===== config.mk =====
export PLATFORM = sky130hd
export DESIGN_NAME = sqs_root_core
export DESIGN_NICKNAME = d
export VERILOG_FILES = /design/src/rtl/sqs_pkg.sv /design/src/rtl/sqs_mac_slice.sv /design/src/rtl/sqs_root_core.sv
export VERILOG_INCLUDE_DIRS = /design/src /design/src/rtl
export SDC_FILE = /design/constraint.sdc
export NUM_CORES = 1
export LEC_CHECK = 0
export ABC_CLOCK_PERIOD_IN_PS = 10800
export BUFFER_PORTS_ARGS = -buffer_cell sky130_fd_sc_hd__buf_2
export CAP_MARGIN = 5
export CORE_UTILIZATION = 55
export DETAILED_ROUTE_END_ITERATION = 12
export PLACE_DENSITY = 0.8
export SLEW_MARGIN = 10
export SYNTH_ARGS = -nofsm -noshare
export SYNTH_HDL_FRONTEND = slang
export SYNTH_SLANG_ARGS = --single-unit

===== constraint.sdc =====
create_clock -name mclk_in -period 10.8 [get_ports mclk_in]
set_input_delay 1.62 -clock mclk_in [delete_from_list [all_inputs] [get_ports mclk_in]]
set_output_delay 1.62 -clock mclk_in [all_outputs]
set_load 0.005 [all_outputs]

===== src/rtl/sqs_consts.svh =====
`ifndef SQS_CONSTS_SVH
`define SQS_CONSTS_SVH

// operation select codes: square and accumulate, root reuses it
`define SQS_OPSEL_CODE      7'b011_0101
`define SQS_ADDSUB_ADD      1'b0
`define SQS_ADDSUB_SUB      1'b1
`define SQS_IN_W_DEF        8
`define SQS_FRAC_W_DEF      4
`define SQS_MAX_SAMPLES_DEF 16

`endif


===== src/rtl/sqs_pkg.sv =====
`default_nettype none
package sqs_pkg;
	typedef enum logic [3:0] {
		SQS_IDLE  = 4'b0001,
		SQS_ACCUM = 4'b0010,
		SQS_ROOT  = 4'b0100,
		SQS_DONE  = 4'b1000
	} sqs_state_t;

	typedef enum logic {
		SQS_MODE_ROOT = 1'b0,
		SQS_MODE_SOS  = 1'b1
	} sqs_mode_t;
endpackage : sqs_pkg
`default_nettype wire


===== src/rtl/sqs_mac_slice.sv =====
`timescale 1ns/1ps
`default_nettype none
// square of one operand added to or subtracted from the other operand
module sqs_mac_slice #(
	parameter int SQ_W  = 8,
	parameter int ACC_W = 24
) (
	input  wire logic [SQ_W-1:0]  sq_operand_in,
	input  wire logic [ACC_W-1:0] acc_operand_in,
	input  wire logic             sub_sel_in,
	output logic      [ACC_W-1:0] result_out,
	output logic                  negative_out
);
	logic [2*SQ_W-1:0] product;
	logic [ACC_W:0]    wide;

	initial begin
		if (ACC_W < 2 * SQ_W) begin
			$error("accumulator narrower than the square");
		end
	end

	always_comb begin
		product = sq_operand_in * sq_operand_in;
		if (sub_sel_in) begin
			wide = {1'b0, acc_operand_in} - (ACC_W + 1)'(product);
		end else begin
			wide = {1'b0, acc_operand_in} + (ACC_W + 1)'(product);
		end
		result_out   = wide[ACC_W-1:0];
		negative_out = sub_sel_in & wide[ACC_W];
	end
endmodule : sqs_mac_slice
`default_nettype wire


===== src/rtl/sqs_root_core.sv =====
`timescale 1ns/1ps
`default_nettype none
`include "sqs_consts.svh"
// How it works
// - an N-bit operand gives a root whose integer part is ceil(N/2) bits
// - integer part takes ceil(N/2) clocks, then one fraction bit per clock
// - start loads operand into minuend (zero in sum-of-squares mode), trial root gets only its top bit
// - each iteration subtracts trial squared from operand, sign decides
// - non-negative difference keeps current trial bit, sets next lower bit
// - negative difference clears current trial bit, sets next lower bit
// - an 8-bit operand has its integer part after four iterations
// - 8-bit run for eight clocks: integer in upper, fraction in lower half
// - fraction iterations follow requested precision, one clock per bit
// - result is taken from the trial root, binary point between parts
// - sum-of-squares mode accumulates squares of two or n samples
// - accumulate n valid samples, align the sum in one more cycle, then run root iterations
// - add/subtract select adds while accumulating, subtracts for root
// - operation code 0110101, select zero to add and one to subtract
module sqs_root_core
	import sqs_pkg::*;
#(
	parameter int IN_W        = `SQS_IN_W_DEF,
	parameter int FRAC_W      = `SQS_FRAC_W_DEF,
	parameter int MAX_SAMPLES = `SQS_MAX_SAMPLES_DEF
) (
	input  wire logic                     mclk_in,
	input  wire logic                     nrst_in,
	input  wire logic                     start_in,
	input  wire sqs_pkg::sqs_mode_t       mode_in,
	input  wire logic [IN_W-1:0]          operand_in,
	input  wire logic [$clog2(FRAC_W+1)-1:0] frac_bits_in,
	input  wire logic [$clog2(MAX_SAMPLES+1)-1:0] samples_in,
	input  wire logic                     sample_valid_in,
	input  wire logic [IN_W-1:0]          sample_in,
	output logic      [(IN_W+1)/2+FRAC_W-1:0] root_out,
	output logic      [6:0]               operation_select_code_out,
	output logic                          sub_sel_out,
	output logic                          busy_out,
	output logic                          done_out
);
	import sqs_pkg::*;

	localparam int INT_W  = (IN_W + 1) / 2;
	localparam int ROOT_W = INT_W + FRAC_W;
	localparam int MIN_W  = 2 * ROOT_W;
	localparam int ACC_W  = 2 * IN_W + $clog2(MAX_SAMPLES + 1);
	localparam int WORK_W = (ACC_W > MIN_W) ? ACC_W : MIN_W;
	localparam int CNT_W  = $clog2(ROOT_W + MAX_SAMPLES + 1);

	initial begin
		if (IN_W < 2 || FRAC_W < 0 || MAX_SAMPLES < 1) begin
			$error("unsupported root core parameters");
		end
	end

	sqs_state_t          state_r;
	logic [WORK_W-1:0]   minuend_r;
	logic [ROOT_W-1:0]   trial_r;
	logic [CNT_W-1:0]    cnt_r;
	logic [CNT_W-1:0]    last_r;
	logic [CNT_W-1:0]    samples_left_r;
	logic [WORK_W-1:0]   slice_res;
	logic                slice_neg;
	logic [ROOT_W-1:0]   trial_nxt;
	logic [ROOT_W-1:0]   sq_operand;
	logic                sub_sel;

	function automatic logic [WORK_W-1:0] align_operand(
		input logic [WORK_W-1:0] value
	);
		// integer value moved above 2*FRAC_W zero bits, like trial squared
		return value << (2 * FRAC_W);
	endfunction : align_operand

	assign sub_sel    = (state_r == SQS_ROOT);
	assign sq_operand = (state_r == SQS_ACCUM) ?
		ROOT_W'(sample_in) : trial_r;

	sqs_mac_slice #(
		.SQ_W (ROOT_W),
		.ACC_W(WORK_W)
	) u_slice (
		.sq_operand_in (sq_operand),
		.acc_operand_in(minuend_r),
		.sub_sel_in    (sub_sel),
		.result_out    (slice_res),
		.negative_out  (slice_neg)
	);

	// decision: keep or clear current bit, then set next lower bit
	always_comb begin
		trial_nxt = trial_r;
		for (int i = ROOT_W - 1; i >= 0; i--) begin
			if (CNT_W'(ROOT_W - 1 - i) == cnt_r) begin
				trial_nxt[i] = ~slice_neg;
				if (i > 0) begin
					trial_nxt[i-1] = 1'b1;
				end
			end
		end
	end

	always_ff @(posedge mclk_in or negedge nrst_in) begin
		if (!nrst_in) begin
			state_r        <= SQS_IDLE;
			cnt_r          <= '0;
			last_r         <= '0;
			samples_left_r <= '0;
		end else begin
			case (state_r)
			SQS_IDLE, SQS_DONE: begin
				state_r <= SQS_IDLE;
				if (start_in) begin
					cnt_r  <= '0;
					// index of the last iteration: integer bits plus requested fraction bits, minus one
					last_r <= CNT_W'(INT_W) + CNT_W'(frac_bits_in)
						- CNT_W'(1);
					if (mode_in == SQS_MODE_SOS) begin
						samples_left_r <= CNT_W'(samples_in);
						state_r        <= SQS_ACCUM;
					end else begin
						state_r <= SQS_ROOT;
					end
				end
			end
			SQS_ACCUM: begin
				if (samples_left_r == '0) begin
					state_r <= SQS_ROOT;
				end else if (sample_valid_in) begin
					samples_left_r <= samples_left_r - CNT_W'(1);
				end
			end
			SQS_ROOT: begin
				cnt_r <= cnt_r + CNT_W'(1);
				if (cnt_r == last_r) begin
					state_r <= SQS_DONE;
				end
			end
			default: state_r <= SQS_IDLE;
			endcase
		end
	end

	// minuend loaded at start, grown by squares while accumulating
	always_ff @(posedge mclk_in or negedge nrst_in) begin
		if (!nrst_in) begin
			minuend_r <= '0;
		end else if ((state_r == SQS_IDLE || state_r == SQS_DONE)
			&& start_in) begin
			if (mode_in == SQS_MODE_SOS) begin
				minuend_r <= '0;
			end else begin
				minuend_r <= align_operand(WORK_W'(operand_in));
			end
		end else if (state_r == SQS_ACCUM && samples_left_r == '0) begin
			minuend_r <= align_operand(minuend_r);
		end else if (state_r == SQS_ACCUM && sample_valid_in
			&& samples_left_r != '0) begin
			minuend_r <= slice_res;
		end
	end

	always_ff @(posedge mclk_in or negedge nrst_in) begin
		if (!nrst_in) begin
			trial_r <= '0;
		end else if ((state_r == SQS_IDLE || state_r == SQS_DONE)
			&& start_in) begin
			trial_r <= {1'b1, {(ROOT_W-1){1'b0}}};
		end else if (state_r == SQS_ACCUM) begin
			trial_r <= {1'b1, {(ROOT_W-1){1'b0}}};
		end else if (state_r == SQS_ROOT) begin
			trial_r <= trial_nxt;
		end
	end

	// fraction bits not asked for stay zero in the result
	always_ff @(posedge mclk_in or negedge nrst_in) begin
		if (!nrst_in) begin
			root_out <= '0;
			done_out <= 1'b0;
		end else begin
			done_out <= 1'b0;
			if (state_r == SQS_ROOT && cnt_r == last_r) begin
				root_out <= trial_nxt & ~(ROOT_W'({ROOT_W{1'b1}})
					>> (cnt_r + CNT_W'(1)));
				done_out <= 1'b1;
			end
		end
	end

	always_ff @(posedge mclk_in or negedge nrst_in) begin
		if (!nrst_in) begin
			operation_select_code_out <= 7'h00;
			sub_sel_out               <= `SQS_ADDSUB_ADD;
			busy_out                  <= 1'b0;
		end else begin
			operation_select_code_out <= `SQS_OPSEL_CODE;
			sub_sel_out <= (state_r == SQS_ROOT || (state_r == SQS_ACCUM
				&& samples_left_r == '0)) ?
				`SQS_ADDSUB_SUB : `SQS_ADDSUB_ADD;
			busy_out <= (state_r == SQS_ACCUM) || (state_r == SQS_ROOT
				&& cnt_r != last_r) || (((state_r == SQS_IDLE)
				|| (state_r == SQS_DONE)) && start_in);
		end
	end
endmodule : sqs_root_core
`default_nettype wire


* Word level (Yosys, flattened, before mapping) *
Cells that the tools add are included.

storage, ports and cells
  register bits after elaboration = 60
  output and inout port bits = 18
  logic and storage cells = 95

cells by class
  add/sub/neg operators = 6
  $mul = 1
  equal/unequal tests = 19
  shift operators = 1
  muxes and demuxes = 31
  bitwise operators = 4
  reduce and logical (&&, ||, !) cells = 22

operators with widths
  kind                   count
  $mux W21               3
  $mux W8                4
  $mux W5                5
  $add A21 B16 Y22       1
  $mux W22               1
  $sub A21 B16 Y22       1
  $eq A3 B5 Y1 const A   4
  $pmux W5 S2            2
  $mul A8 B8 Y16         1
  $mux W16               1
  $mux W2                7
  $pmux W4 S3            1
  $eq A2 B5 Y1 const A   2
  $logic_not A5 Y1       2
  $ne A2 B2 Y1 const B   5
  $and A8 B8 Y8          1
  $mux W4                2
  $not A8 Y8             1
  $shr A8 B5 Y8 const A  1
  $logic_and A1 B1 Y1    6
  $mux W3                2
  $reduce_and A2 Y1      3
  $reduce_bool A3 Y1     2
  $add A5 B1 Y5 const B  1
  other kinds (19)       25

* Logic depth before layout (Yosys ltp) *
  word-level depth = 18
  depth in mapped cells = 32
  mapped depth without buffers = 30

* By module *
From an unflattened synthesis, not the netlist that was laid out.

second synthesis, totals
  cell total of the unflattened synthesis = 730
  area total of the unflattened synthesis = 6137.1 um2

modules (own cells, without submodules)
  module         times used  cells an instance  area an instance (um2)  sequential area each (um2)
  sqs_root_core  1           340                3120.5                  1477.7
  sqs_mac_slice  1           390                3016.6                  0.0

* Least setup slack after synthesis *
OpenSTA, ideal clock, no wires.

  path kind = in2reg
  start = input sample_in[2]
  end = register root_out[1]
  setup time = 0.110 ns
  arrival time = 8.065 ns
  data required time = 10.690 ns
  path slack = 2.625 ns
  cell stages on the path = 26
  cells stage by stage = mux2i_1 > or2_2 > inv_1 > fa_1 > fa_1 > inv_1 > fa_1 > fa_1 > inv_1 > ha_1 > nor2_1 > nor2_1 > o221a_2 > or3_1 > a2111oi_4 > nand4_2 > nand2_1 > xor2_1 > ha_1 > nand2_1 > nor3b_1 > nand2_1 > o41a_1 > nand2_1 > nor2_1 > o41ai_1

between the ends
  word-level cells in the longest chain between the ends = 8
  elaborated cells between the ends (all ways) = 9
  classes of those cells = add/sub (2); mul (1); mux (3); bitwise (3)

RTL lines
  item                                                         line                                      RTL
  from (decl)                                                  sqs_root_core.sv:34                       input wire logic [IN_W-1:0] sample_in,
  $mux W8 *                                                    sqs_root_core.sv:76                       assign sq_operand = (state_r == SQS_ACCUM) ?
  $mul A8 B8 Y16 *                                             sqs_mac_slice.sv:24                       product = sq_operand_in * sq_operand_in;
  $add A21 B16 Y22 / $sub A21 B16 Y22 (equally long branches)  sqs_mac_slice.sv:28, sqs_mac_slice.sv:26
  $mux W22 *                                                   sqs_mac_slice.sv:25                       if (sub_sel_in) begin
  $and A1 B1 Y1 *                                              sqs_mac_slice.sv:31                       negative_out = sub_sel_in & wide[ACC_W];
  $not A1 Y1 *                                                 sqs_root_core.sv:95                       trial_nxt[i] = ~slice_neg;
  $mux W2 *                                                    sqs_root_core.sv:94                       if (CNT_W'(ROOT_W - 1 - i) == cnt_r) begin
  $and A8 B8 Y8 *                                              sqs_root_core.sv:184                      root_out <= trial_nxt & ~(ROOT_W'({ROOT_W{1'b1}})
  to (signal assigned)                                         sqs_root_core.sv:184
  to (decl)                                                    sqs_root_core.sv:35                       output logic [(IN_W+1)/2+FRAC_W-1:0] root_out,

Mark *: on every way between the ends. The rest lies on a longest branch, timed or not.
A chain may end at the register's enable or synchronous reset.

* Final worst setup path *
  start = input sample_in[2]
  end = register root_out[2]

Same word-level chain as after synthesis.

==> qor.csv <==
metric,value,unit
die width,107.0,um
drt drc,0,
final worst path period share,82.01,%
CP startpoint kind,input pin,
Crit path max-delay family,adder cells,
r2r startpoint,state_r[3],
Root Driver,clkbuf_8,
Slew @ Worst Pin,0.7891,ns
Worst EP arrival,9.09,ns
PD cells,313.3,mW/mm2
post-synthesis sequential area ratio,24.35,%
Max stage delay on crit path,0.60,ns
total CTS buffers,9,
WP data required,11.03,ns
Cell variety after synth,64,
origin of the worst setup path,sample_in[2],
layout net count,884,
largest net degree at the start of global routing,60,
Max Slew Vio Count,0,
Max Clock Skew,0.01037,ns
initial antenna violation count,0,
initial DRC count,383,
most frequent cells in the layout,"nor2_1 (96), inv_1 (72), nand2_1 (60), dfrtp_1 (58), ha_1 (56)",
Pre-antenna DRT Iters,5,
CTS tree,yes,
register area,0.001478,mm2
Max transition margin,45.89,%
Tot Pwr,2057,uW
Rows,37,
outcome,"complete, no violations",
effective utilization at floorplan,57.74,%
Worst Hold Class,flip-flop to flip-flop,
multi-input logic area,0.004199,mm2
Total Wirelength,14.70,mm
Reg2Reg Setup Slack,1.98,ns
Ys Warns,0,
die footprint,0.01146,mm2
Crit. End Element,flip-flop,
Worst Path Buf+Inv,4,
Clock transition at path regs,0.07,ns
hold path depth,2,
Setup TNS,0,ns
MaxCap Viol Count,0,
layout cells sized above 1,10.28,%
final setup fails,0,
Fmax,0.1129,GHz
final worst slack,1.943,ns
Syn-to-layout area delta,8.165,%
vias in the first global route,5326,
Clock Latency Late Sink,0.35,ns
Syn Inst Count,741,
fill count,861,
Antenna Cells,0,
CTS Hold Bufs,0,
Critical Path Fanout Max,10,
RSZ-0062 raised after global routing,false,
Leakage,0.003230,uW
Port Buf Inserts,43,
DR vias,5439,
Hold Fails Final Rpt,0,
Max VDD drop,0.0002160,V
slowest CP cell,mux2i_1,
CTS resizes,0,
gpl congestion,0.9652,
wire per inst,16.09,um
Detail Route Antenna Nets,0,
"Top FF cell, synth",dfrtp_1,
pre-CTS setup slack,1.682,ns
cell mode on critical path,fa_1,
clock tree buffer depth,2,
most common library cell in the layout ignoring fill and taps,nor2_1,
Die Y,107.0,um
Setup crit end,root_out[2],
Async SR Flop Fraction,100.0,%
placed cell count,898,
Crit Path Class,input pin to flip-flop,
R2R cell count,26,
DR vias/cell,5.951,
WP depth,27,
post-DP HPWL,11.58,mm
Synth Register Bits,59,
gr ovfl total,0,
final non-filler cell total,914,
Ports,47,
Netlist Area Pre-Place,0.006068,mm2
Hold WS,0.4793,ns
postcts setup bufs,0,
Tot GR Track Use,27.22,%
Synth Area per Inst,8.189,um2
H-tree depth,3,
global-route wire length before repair,24.70,mm
CTS Sinks,59,
"EDFF count, synth",0,
core area,0.01051,mm2
Tmin final,8.857,ns
Crit Reg-Reg Endpoint,root_out[2],
[worst min path at each step]
stage	slack, ns	endpoint	from
2_1_floorplan	0.47	root_out[1]	root_out[1]
3_5_place_dp	0.46	root_out[3]	root_out[3]
3_3_place_gp	0.46	root_out[3]	root_out[3]
5_1_grt	0.52	root_out[6]	root_out[6]
6_report	0.48	root_out[4]	root_out[4]
4_1_cts	0.49	root_out[4]	root_out[4]
[through the flow]
stage	util [%]	cell area, um2
after floorplan	-	6076
after global placement	60.54	6362
after detailed placement	60.54	6362
after CTS	62.46	6564
after global routing	62.46	6564
final	62.46	6564
[where the power goes]
part | internal (uW) | switching, uW | total [uW]
combinational | 597 | 893 | 1490
sequential | 294 | 65.7 | 360
clock | 113 | 93.6 | 206
total | 1000 | 1050 | 2060
[flip-flops by register name, indices dropped and copies added (netlist names)]
signal and cells:
state_r 4, last_r 4, minuend_r 21, sub_sel_out 1, operation_select_code_out 1, samples_left_r 5
done_out 1, cnt_r 5, busy_out 1, root_out 8, trial_r 8
[per-layer routing]
metal,up-vias,part of all wire (%),track usage (%)
li1,2628,-,-
met1,2601,44,35.63
met2,180,49,44.65
met3,30,5.5,4.802
met4,0,1.9,10.86
met5,-,0,0
[synth_stat cells (8+ instances only)]
| library cell | instances | share of area (%) |
|---|---|---|
| xor2_1 | 26 | 3.8 |
| nand2b_1 | 11 | 1.1 |
| a21oi_1 | 52 | 4.3 |
| a211oi_1 | 9 | 1.1 |
| nand2_1 | 60 | 3.7 |
| o21ai_0 | 54 | 4.5 |
| a21o_1 | 15 | 1.9 |
| nor2_1 | 96 | 5.9 |
| clkbuf_1 | 20 | 1.2 |
| nor3_1 | 18 | 1.5 |
| mux2i_1 | 10 | 1.6 |
| inv_1 | 72 | 4.5 |
| dfrtp_1 | 58 | 24 |
| or2_2 | 8 | 0.82 |
| xnor2_1 | 24 | 3.5 |
| ha_1 | 56 | 12 |
| fa_1 | 26 | 8.6 |
| and3_1 | 8 | 0.82 |
| o31ai_1 | 9 | 1.1 |
[layout make-up]
class                      count  share of cell area [%]
clock buffer                  10                   2.097
clock inverter                 6                  0.9722
inverter                      72                   4.117
multi-input combinational    584                   63.97
sequential                    59                   22.51
tap                          136                   2.592
timing repair buffer          47                   3.736
[cells by family after synthesis]
kind of cell	synth area share, %
DFF	24.35
muxes	1.650
xor gates and xnor gates	7.216
and+or+nand+nor	18.76
other	0.1238
AOI/OAI and AO/OA	21.09
buffers and inverters	6.680
adders and majority gates	20.12
[worst register-to-register path: cells and delay by family (launching register included)]
kind | cells | cell delay, ns
AO/OA/AOI/OAI | 7 | 2.03
XOR/XNOR | 1 | 0.27
adder cells (fa/ha/maj) | 6 | 2.92
buffers and inverters | 2 | 0.10
flip-flops | 1 | 0.44
multiplexers | 1 | 0.67
AND/OR/NAND/NOR | 9 | 2.28
No activity file was read; power rests on OpenSTA's default activity.
